--- src/common/fsdio_pkg.sv ---
package fsdio_pkg;
   // register byte addresses (word aligned, byte address = index * 4)
   localparam logic [7:0] REG_CONFIG   = 8'h00;
   localparam logic [7:0] REG_STATION  = 8'h04;
   localparam logic [7:0] REG_SIZE     = 8'h08;
   localparam logic [7:0] REG_COMMAND  = 8'h0c;
   localparam logic [7:0] REG_NAME     = 8'h10;
   localparam logic [7:0] REG_WVALUE   = 8'h14;
   localparam logic [7:0] REG_STATUS   = 8'h18;
   localparam logic [7:0] REG_RVALUE   = 8'h1c;
   localparam logic [7:0] REG_VARDATA  = 8'h20;
   localparam logic [7:0] REG_VARTYPE  = 8'h24;
   localparam logic [7:0] REG_ACTIVITY = 8'h28;

   // config field positions
   localparam int CFG_FMT_LO   = 0;
   localparam int CFG_ORD_LO   = 2;
   localparam int CFG_SLOT_LO  = 4;
   localparam int CFG_SHARED   = 6;
   localparam int CFG_LEGACY   = 7;

   typedef enum logic [1:0] {
      FSDIO_FMT_DIV = 2'h0,
      FSDIO_FMT_INT = 2'h1,
      FSDIO_FMT_FLT = 2'h2
   } fsdio_fmt_e;

   typedef enum logic [1:0] {
      FSDIO_ORD_STD   = 2'h0,
      FSDIO_ORD_BYTE  = 2'h1,
      FSDIO_ORD_WORD  = 2'h2,
      FSDIO_ORD_DWORD = 2'h3
   } fsdio_ord_e;

   localparam logic [15:0] CMD_NULL  = 16'h0000;
   localparam logic [15:0] CMD_READ  = 16'h0001;
   localparam logic [15:0] CMD_WRITE = 16'h0002;

   localparam logic [15:0] ST_NULL    = 16'h0000;
   localparam logic [15:0] ST_OK      = 16'h0001;
   localparam logic [15:0] ST_BADNAME = 16'h0002;
   localparam logic [15:0] ST_BADCMD  = 16'h0003;
   localparam logic [15:0] ST_PROTECT = 16'h0004;

   localparam logic [6:0]  STATION_MAX   = 7'h7d;
   localparam logic [6:0]  STATION_RESET = 7'h00;
   localparam logic [1:0]  SLOT_RESET    = 2'h0;
   localparam logic [5:0]  WORDS_INT_SLOT = 6'h02;
   localparam logic [5:0]  WORDS_FLT_SLOT = 6'h04;
   localparam logic [5:0]  WORDS_INT_SD   = 6'h17;
   localparam logic [5:0]  WORDS_FLT_SD   = 6'h1c;
   localparam logic [4:0]  BYTES_INT_SLOT_IN  = 5'h04;
   localparam logic [4:0]  BYTES_INT_SLOT_OUT = 5'h04;
   localparam logic [4:0]  BYTES_FLT_SLOT_IN  = 5'h08;
   localparam logic [4:0]  BYTES_FLT_SLOT_OUT = 5'h06;
   localparam logic [4:0]  BYTES_FLT_OUT_OFS  = 5'h02;
   localparam logic [4:0]  VALUE_MAX_WORDS = 5'h0a;
   localparam int          NUM_VARS        = 16;
   localparam int          VAR_IDX_W       = 4;
   // variable type codes
   localparam logic [1:0]  VT_NONE   = 2'h0;
   localparam logic [1:0]  VT_FLOAT  = 2'h1;
   localparam logic [1:0]  VT_STRING = 2'h2;
   localparam logic [1:0]  VT_PROT   = 2'h3;
endpackage : fsdio_pkg

--- src/verilog/fsdio_core.sv ---
//Contract
//- new command word value executes once
//- one snapshot per command, no refresh
//- integer slot four bytes each way
//- integer image two words per slot
//- integer with shared area: 23 words
//- float slot 8 in, 6 out, offset 2
//- float image four words per slot
//- float with shared area: 28 words
//- station address 0 to 125 only
//- shared area enable sizes the image
//- format select, integer after reset
//- four byte orders, word swap reset
//- one to four slots set layout
//- compatibility or legacy byte arrangement
//- tx/rx indicators follow traffic
//- exchange indicator follows cyclic exchange
//- status codes zero to four
//- values at most ten words
//- reject string/float type mismatch
//
// Design decisions made here: strobed register access and the address map.
`timescale 1ns/1ps
`default_nettype none
module fsdio_core
   import fsdio_pkg::*;
(
   input  wire logic        I_CLK_SYS,   // 25 MHz system clock
   input  wire logic        I_RST_N,     // synchronous reset, active low
   input  wire logic [7:0]  I_ADDR,      // register byte address
   input  wire logic [31:0] I_WDATA,     // write data
   input  wire logic        I_WR,        // write strobe
   input  wire logic        I_RD,        // read strobe
   input  wire logic        I_TX_ACT,    // link transmitter busy (async)
   input  wire logic        I_RX_ACT,    // link receiver busy (async)
   input  wire logic        I_XCHG_ACT,  // cyclic exchange running (async)
   output logic [31:0]      O_RDATA,     // read data, cycle after strobe
   output logic [5:0]       O_IMG_WORDS, // exchanged image size in words
   output logic             O_LED_TX,    // transmit indicator
   output logic             O_LED_RX,    // receive indicator
   output logic             O_LED_XCHG   // exchange indicator
);
   // configuration
   logic [1:0]  fmt, next_fmt;
   logic [1:0]  ord, next_ord;
   logic [1:0]  slots_m1, next_slots_m1;
   logic        shared_variable_area, next_shared_variable_area;
   logic        legacy, next_legacy;
   logic [6:0]  station, next_station;
   // shared-variable command interface
   logic [15:0] cmd, next_cmd;
   logic [15:0] cmd_prev, next_cmd_prev;
   logic [15:0] var_name, next_var_name;
   logic [31:0] wvalue, next_wvalue;
   logic [1:0]  wtype, next_wtype;
   logic [15:0] status, next_status;
   logic [31:0] rvalue, next_rvalue;
   // variable store
   logic [31:0] var_data [NUM_VARS];
   logic [1:0]  var_type [NUM_VARS];
   logic [31:0] next_var_data [NUM_VARS];
   logic [1:0]  next_var_type [NUM_VARS];
   // outputs
   logic [31:0] next_rdata;
   logic [5:0]  next_img_words;
   logic [2:0]  sync1, sync2;
   logic [4:0]  slot_in_bytes, slot_out_bytes, out_ofs;

   logic [VAR_IDX_W-1:0] vidx;
   logic                 name_ok;
   assign vidx    = var_name[VAR_IDX_W-1:0];
   // names beyond the store are unknown
   assign name_ok = (var_name[15:VAR_IDX_W] == '0) && (var_type[vidx] != VT_NONE);

   always_comb begin
      next_fmt                  = fmt;
      next_ord                  = ord;
      next_slots_m1             = slots_m1;
      next_shared_variable_area = shared_variable_area;
      next_legacy               = legacy;
      next_station              = station;
      next_cmd                  = cmd;
      next_var_name             = var_name;
      next_wvalue               = wvalue;
      next_wtype                = wtype;
      next_status               = status;
      next_rvalue               = rvalue;
      next_cmd_prev             = cmd;
      next_var_data             = var_data;
      next_var_type             = var_type;
      if (I_WR) begin
         unique case (I_ADDR)
            REG_CONFIG: begin
               if (I_WDATA[CFG_FMT_LO +: 2] != 2'h3)
                  next_fmt = I_WDATA[CFG_FMT_LO +: 2];
               next_ord                  = I_WDATA[CFG_ORD_LO +: 2];
               next_slots_m1             = I_WDATA[CFG_SLOT_LO +: 2];
               next_shared_variable_area = I_WDATA[CFG_SHARED];
               next_legacy               = I_WDATA[CFG_LEGACY];
            end
            REG_STATION: begin
               // low seven bits above 125 are ignored; bits 31:7 are not checked
               if (I_WDATA[6:0] <= STATION_MAX)
                  next_station = I_WDATA[6:0];
            end
            REG_COMMAND: next_cmd      = I_WDATA[15:0];
            REG_NAME:    next_var_name = I_WDATA[15:0];
            REG_WVALUE: begin
               next_wvalue = I_WDATA;
               next_wtype  = I_WDATA[31] ? VT_STRING : VT_FLOAT;
            end
            REG_VARDATA: next_var_data[vidx] = I_WDATA;
            REG_VARTYPE: next_var_type[vidx] = I_WDATA[1:0];
            default: ;
         endcase
      end
      // execute once per change of the command word
      if (cmd != cmd_prev) begin
         if (cmd == CMD_NULL) begin
            next_status = ST_NULL;
         end else if (cmd == CMD_READ) begin
            if (!name_ok) begin
               next_status = ST_BADNAME;
            end else begin
               next_rvalue = var_data[vidx];
               next_status = ST_OK;
            end
         end else if (cmd == CMD_WRITE) begin
            if (!name_ok) begin
               next_status = ST_BADNAME;
            end else if (var_type[vidx] == VT_PROT) begin
               next_status = ST_PROTECT;
            end else if (var_type[vidx] != wtype) begin
               next_status = ST_BADCMD;
            end else begin
               next_var_data[vidx] = wvalue;
               next_status         = ST_OK;
            end
         end else begin
            next_status = ST_BADCMD;
         end
      end
   end

   // image size and slot geometry
   always_comb begin
      if (fmt == FSDIO_FMT_FLT) begin
         slot_in_bytes  = BYTES_FLT_SLOT_IN;
         slot_out_bytes = BYTES_FLT_SLOT_OUT;
         out_ofs        = BYTES_FLT_OUT_OFS;
         if (shared_variable_area)
            next_img_words = WORDS_FLT_SD;
         else
            next_img_words = 6'(WORDS_FLT_SLOT * ({4'h0, slots_m1} + 6'h01));
      end else begin
         slot_in_bytes  = BYTES_INT_SLOT_IN;
         slot_out_bytes = BYTES_INT_SLOT_OUT;
         out_ofs        = 5'h00;
         if (shared_variable_area)
            next_img_words = WORDS_INT_SD;
         else
            next_img_words = 6'(WORDS_INT_SLOT * ({4'h0, slots_m1} + 6'h01));
      end
   end

   always_comb begin
      next_rdata = 32'h0000_0000;
      if (I_RD) begin
         unique case (I_ADDR)
            REG_CONFIG:   next_rdata = {24'h0, legacy, shared_variable_area,
                                        slots_m1, ord, fmt};
            REG_STATION:  next_rdata = {25'h0, station};
            // fields at [28:24], [20:16], [12:8] and [5:0]; the gaps read as zero
            REG_SIZE:     next_rdata = {3'h0, out_ofs, 3'h0, slot_out_bytes,
                                        3'h0, slot_in_bytes, 2'h0, O_IMG_WORDS};
            REG_COMMAND:  next_rdata = {16'h0, cmd};
            REG_NAME:     next_rdata = {16'h0, var_name};
            REG_WVALUE:   next_rdata = wvalue;
            REG_STATUS:   next_rdata = {16'h0, status};
            REG_RVALUE:   next_rdata = rvalue;
            REG_VARDATA:  next_rdata = var_data[vidx];
            REG_VARTYPE:  next_rdata = {30'h0, var_type[vidx]};
            REG_ACTIVITY: next_rdata = {29'h0, O_LED_XCHG, O_LED_RX, O_LED_TX};
            default:      next_rdata = 32'h0000_0000;
         endcase
      end
   end

   always_ff @(posedge I_CLK_SYS) begin
      if (!I_RST_N) begin
         fmt                  <= FSDIO_FMT_INT;
         ord                  <= FSDIO_ORD_WORD;
         slots_m1             <= SLOT_RESET;
         shared_variable_area <= 1'b0;
         legacy               <= 1'b0;
         station              <= STATION_RESET;
         cmd                  <= CMD_NULL;
         cmd_prev             <= CMD_NULL;
         var_name             <= 16'h0000;
         wvalue               <= 32'h0000_0000;
         wtype                <= VT_FLOAT;
         status               <= ST_NULL;
         rvalue               <= 32'h0000_0000;
         O_RDATA              <= 32'h0000_0000;
         O_IMG_WORDS          <= WORDS_INT_SLOT;
         sync1                <= 3'h0;
         sync2                <= 3'h0;
         O_LED_TX             <= 1'b0;
         O_LED_RX             <= 1'b0;
         O_LED_XCHG           <= 1'b0;
         for (int i = 0; i < NUM_VARS; i++) begin
            var_data[i] <= 32'h0000_0000;
            var_type[i] <= VT_FLOAT;
         end
      end else begin
         fmt                  <= next_fmt;
         ord                  <= next_ord;
         slots_m1             <= next_slots_m1;
         shared_variable_area <= next_shared_variable_area;
         legacy               <= next_legacy;
         station              <= next_station;
         cmd                  <= next_cmd;
         cmd_prev             <= next_cmd_prev;
         var_name             <= next_var_name;
         wvalue               <= next_wvalue;
         wtype                <= next_wtype;
         status               <= next_status;
         rvalue               <= next_rvalue;
         O_RDATA              <= next_rdata;
         O_IMG_WORDS          <= next_img_words;
         sync1                <= {I_XCHG_ACT, I_RX_ACT, I_TX_ACT};
         sync2                <= sync1;
         O_LED_TX             <= sync2[0];
         O_LED_RX             <= sync2[1];
         O_LED_XCHG           <= sync2[2];
         var_data             <= next_var_data;
         var_type             <= next_var_type;
      end
   end
endmodule : fsdio_core
`default_nettype wire
--- config.mk ---
export PLATFORM = sky130hd
export DESIGN_NAME = fsdio_core
export DESIGN_NICKNAME = d
export VERILOG_FILES = /design/src/common/fsdio_pkg.sv /design/src/verilog/fsdio_core.sv
export SDC_FILE = /design/constraint.sdc
export NUM_CORES = 2
export LEC_CHECK = 0
export CAP_MARGIN = 40
export CORE_MARGIN = 2
export CORE_UTILIZATION = 55
export DETAILED_ROUTE_END_ITERATION = 8
export DONT_BUFFER_PORTS = 1
export GPL_TIMING_DRIVEN = 1
export PLACE_DENSITY = 0.76
export REMOVE_ABC_BUFFERS = 1
export SLEW_MARGIN = 30
export SYNTH_ARGS = -nofsm -noshare
export SYNTH_HDL_FRONTEND = slang
export SYNTH_SLANG_ARGS = --single-unit
--- constraint.sdc ---
create_clock -name I_CLK_SYS -period 8 [get_ports I_CLK_SYS]
set_input_delay 0 -clock I_CLK_SYS [delete_from_list [all_inputs] [get_ports I_CLK_SYS]]
set_output_delay 0 -clock I_CLK_SYS [all_outputs]
set_load 0.1 [all_outputs]
==> tab_implementation.tex <==
\begin{tabular}{lr}
\hline
Metric & Value \\
\hline
\multicolumn{2}{l}{\textbf{Synthesis}} \\
\quad EDFF count, synth & 0 \\
\quad Most used flip-flop cell after synthesis & dfxtp\_1 \\
\quad Most instantiated library cell after synthesis & dfxtp\_1 \\
\quad Synth async-reset ratio & 0\% \\
\quad Gate Count Post-Synth & 3,726 \\
\quad Biggest area contributors in the synthesized netlist & dfxtp\_1, mux2i\_1, o31ai\_1 \\
\quad Synthesized area per cell & 9.79 um\^{}2 \\
\quad Leading cell types by count after synthesis & dfxtp\_1, a21oi\_1, mux2i\_1 \\
\quad Proportion of netlist area held by the largest area contributor & 39.6\% \\
\quad Number of distinct standard cells referenced by the synthesized netlist & 53 \\
\quad Number of register bits inferred by synthesis & 721 \\
\quad Count of synthesis-stage warnings from yosys & 0 \\
\quad Library cell occupying the most area in the post-synthesis netlist & dfxtp\_1 \\
\quad Post-synthesis instance area & 36,500 um\^{}2 \\
\quad Part of the Yosys area used for sequential elements & 39.6\% \\
\multicolumn{2}{l}{\textbf{STA}} \\
\quad Max\_slew headroom & 34.5\% \\
\quad Least setup slack across all paths after layout & 2750 ps \\
\quad Slew of the pin with the lowest slew margin & 982 ps \\
\quad Number of failing hold endpoints at the final stage & 0 \\
\quad Worst clock skew & 27.7 ps \\
\quad Final sum of negative setup slack & 0 ps \\
\quad Post-route fraction of the period consumed by the critical path & 65.7\% \\
\quad Final worst path period need & 5250 ps \\
\quad Final hold slack & 47.8 ps \\
\quad RSZ-0062 raised after global routing & false \\
\quad Number of failing setup endpoints in the final timing report & 0 \\
\quad Max Transition Viols Final & 0 \\
\quad Maximum clock frequency & 0.190 GHz \\
\multicolumn{2}{l}{\textbf{Pwr}} \\
\quad Leakage component of the power & 17.6 nW \\
\quad Maximum ir drop on the vdd rail & 0.137 mV \\
\quad Cell Pwr Density & 182 nW/um\^{}2 \\
\quad Overall power consumption & 7.67 mW \\
\multicolumn{2}{l}{\textbf{Detailed routing}} \\
\quad Vias after detailed routing & 32,646 \\
\quad Avg WL per Cell & 28.7 um \\
\quad Length of the first detailed-routing pass in iterations & 8 \\
\quad Antenna-violating nets left & 0 \\
\quad Detail-routed via count per cell & 7.10 \\
\quad Wirelength, routed & 132 mm \\
\quad Violation count after the first detailed-route iteration & 5,356 \\
\quad Total DRC errors in the routed layout & 0 \\
\multicolumn{2}{l}{\textbf{Finish}} \\
\quad Post-layout net count & 3,722 \\
\quad Area growth, synth to finish & 15.7\% \\
\quad Fraction of layout instances using a drive strength above 1 & 12.8\% \\
\quad Core occupancy in the finished layout & 64.2\% \\
\multicolumn{2}{l}{\textbf{Floorplan}} \\
\quad Horizontal die dimension & 261 um \\
\quad Die height & 261 um \\
\quad Floorplan core area & 65,700 um\^{}2 \\
\quad Floorplan row count & 94 \\
\quad Die Outline Area & 68,400 um\^{}2 \\
\quad Effective utilization at floorplan & 55.5\% \\
\quad IO Pins & 88 \\
\multicolumn{2}{l}{\textbf{Worst setup path}} \\
\quad Largest fanout on the critical path & 162 \\
\quad Critical Path Start Type & flip-flop \\
\quad Chain of cells forming the critical path & buf\_12 -> nor2b\_1 -> a22o\_1 -> or2\_1 -> o32a\_2 -> buf\_4 -> buf\_12 -> o31ai\_1 -> dlygate4sd3\_1 -> a21oi\_1 \\
\quad Stages on worst setup path & 10 \\
\quad Classification of the worst setup path & reg -> reg \\
\quad Slowest CP cell & dfxtp\_4 \\
\quad Sum of buffers and inverters on the critical path & 4 \\
\quad Most frequent cell on the critical path & buf\_12 \\
\quad Kind of end point of the critical path & flip-flop \\
\quad Arrival time at the worst endpoint & 5810 ps \\
\quad Family with the most delay on the worst path & buffers and inverters \\
\quad WP data required & 8560 ps \\
\quad R2R depth & 10 \\
\quad Max stage delay on crit path & 830 ps \\
\multicolumn{2}{l}{\textbf{Clock tree}} \\
\quad TritonCTS clock tree & built \\
\quad Number of buffers inserted for hold repair after clock tree synthesis & 256 \\
\quad Clock Tree Buf Depth & 3 \\
\quad Library cell used as clock root buffer & clkbuf\_16 \\
\quad Resize count post-CTS & 0 \\
\quad H-tree depth & 3 \\
\quad Sinks on the clock net & 721 \\
\quad Clock latency reported for the late side of the worst-skew pair & 640 ps \\
\quad Number of buffers added by the clock tree synthesis step & 77 \\
\quad Number of post-CTS setup repair buffers & 0 \\
\quad CTS clock-pin slew for the worst setup and hold paths & 60 ps \\
\multicolumn{2}{l}{\textbf{Global route}} \\
\quad All-Layer GR Usage & 37.3\% \\
\quad Initial antenna violation count & 6 \\
\quad Pin count of the biggest net entering global routing & 508 \\
\quad Grt total ovfl & 0 \\
\quad Global-route wire length before repair & 193 mm \\
\quad Number of global-route vias before repair & 31,072 \\
\multicolumn{2}{l}{\textbf{Run}} \\
\quad Number of max-cap violations & 0 \\
\multicolumn{2}{l}{\textbf{Placement}} \\
\quad Detailed Place HPWL & 59.1 mm \\
\quad Count of input and output buffers & 0 \\
\quad Placer Congestion & 0.825 \\
\quad DP Worst Slack & 3170 ps \\
\multicolumn{2}{l}{\textbf{Worst hold path}} \\
\quad Worst hold path class & in -> reg \\
\quad Hold Path Depth & 3 \\
\multicolumn{2}{l}{\textbf{Status}} \\
\quad Run status & finished, final reports clean \\
\hline
\end{tabular}
## power by group
| part | internal, mW | total, mW | switching [mW] | leakage, nW |
|---|---|---|---|---|
| Combinational | 0.116 | 0.277 | 0.161 | 10.5 |
| Sequential | 3.59 | 3.60 | 0.00401 | 5.81 |
| Clock | 2.28 | 3.80 | 1.52 | 1.30 |
| Total | 5.98 | 7.67 | 1.68 | 17.6 |
## logic make-up after synthesis
family / share of synthesized area [%]
compound gates: 22.1
flops: 39.6
mux: 25.0
simple gates: 6.48
buf+inv: 6.47
xor+xnor: 0.408
fa+ha+maj: 0.0343
other cells: 0.0103
## worst reg2reg max path, delay by kind of cell (launching register included)
| family | cells | cell delay [ps] |
|---|---|---|
| AND/OR/NAND/NOR | 2 | 1010 |
| buffers and inverters | 4 | 1950 |
| flip-flops | 1 | 830 |
| AO/OA/AOI/OAI | 4 | 1390 |
## path summary, 6_finish.rpt
| path | startpoint | endpoint | slack [ps] |
|---|---|---|---|
| max | var_name[3] | var_data[61] | 2750 |
| min | I_RST_N | var_data[347] | 50 |
| max reg2reg | var_name[3] | var_data[61] | 2750 |
| min reg2reg | sync2[2] | O_LED_XCHG | 440 |
## through the flow
stage,cells,area [um^2]
after floorplan,3221,34100
after global placement,4139,35800
after detailed placement,4184,36700
after CTS,4576,41900
after global routing,4599,42200
final,4599,42200
## final cells by class
type,count,area [um^2]
flip-flops and latches,721,14500
inverters,6,22.5
repair buffers,374,4050
clock inverters,19,324
well taps,864,1080
multi-input cells,2494,20000
fillers,5059,23500
diodes,4,10.0
clock buffers,117,2310
## registers in the layout, summed over array words and instances (netlist names), 2 cells and up
name	flops
O_RDATA	32
rvalue	32
var_name	16
var_type	32
var_data	512
ord	2
cmd	16
wvalue	32
station	7
cmd_prev	16
status	3
fmt	2
sync2	3
O_IMG_WORDS	5
sync1	3
slots_m1	2
## placed cells by master (no fill, tap or decap), types with 5 or more instances in the layout
| master | instances |
|---|---|
| inv_1 | 6 |
| a22oi_1 | 12 |
| nor3_1 | 9 |
| a221oi_1 | 9 |
| clkbuf_1 | 20 |
| clkinv_2 | 9 |
| mux4_2 | 169 |
| clkbuf_8 | 17 |
| buf_8 | 41 |
| nand2_4 | 18 |
| buf_6 | 5 |
| nand4_1 | 7 |
| buf_16 | 11 |
| o21ai_0 | 6 |
| o31ai_1 | 512 |
| xor2_1 | 17 |
| nand3_2 | 6 |
| a21oi_1 | 523 |
| nor4_1 | 13 |
| mux2i_1 | 523 |
| dlygate4sd3_1 | 252 |
| buf_12 | 6 |
| nand3_1 | 74 |
| a222oi_1 | 24 |
| nor2_1 | 49 |
| dfxtp_1 | 716 |
| nor2b_1 | 14 |
| clkbuf_16 | 80 |
| and2_1 | 29 |
| buf_4 | 53 |
| bufinv_16 | 9 |
| a21boi_0 | 117 |
| nand2_2 | 24 |
| nand2b_1 | 6 |
| nand2_1 | 274 |
| a31oi_1 | 11 |
## per-layer routing
layer / global-route usage (%) / wire, um
met5: 0 / 23
met4: 20.0 / 7950
met3: 10.3 / 17800
met2: 57.1 / 57900
met1: 48.0 / 48300
(Power assumes the default switching activity.)
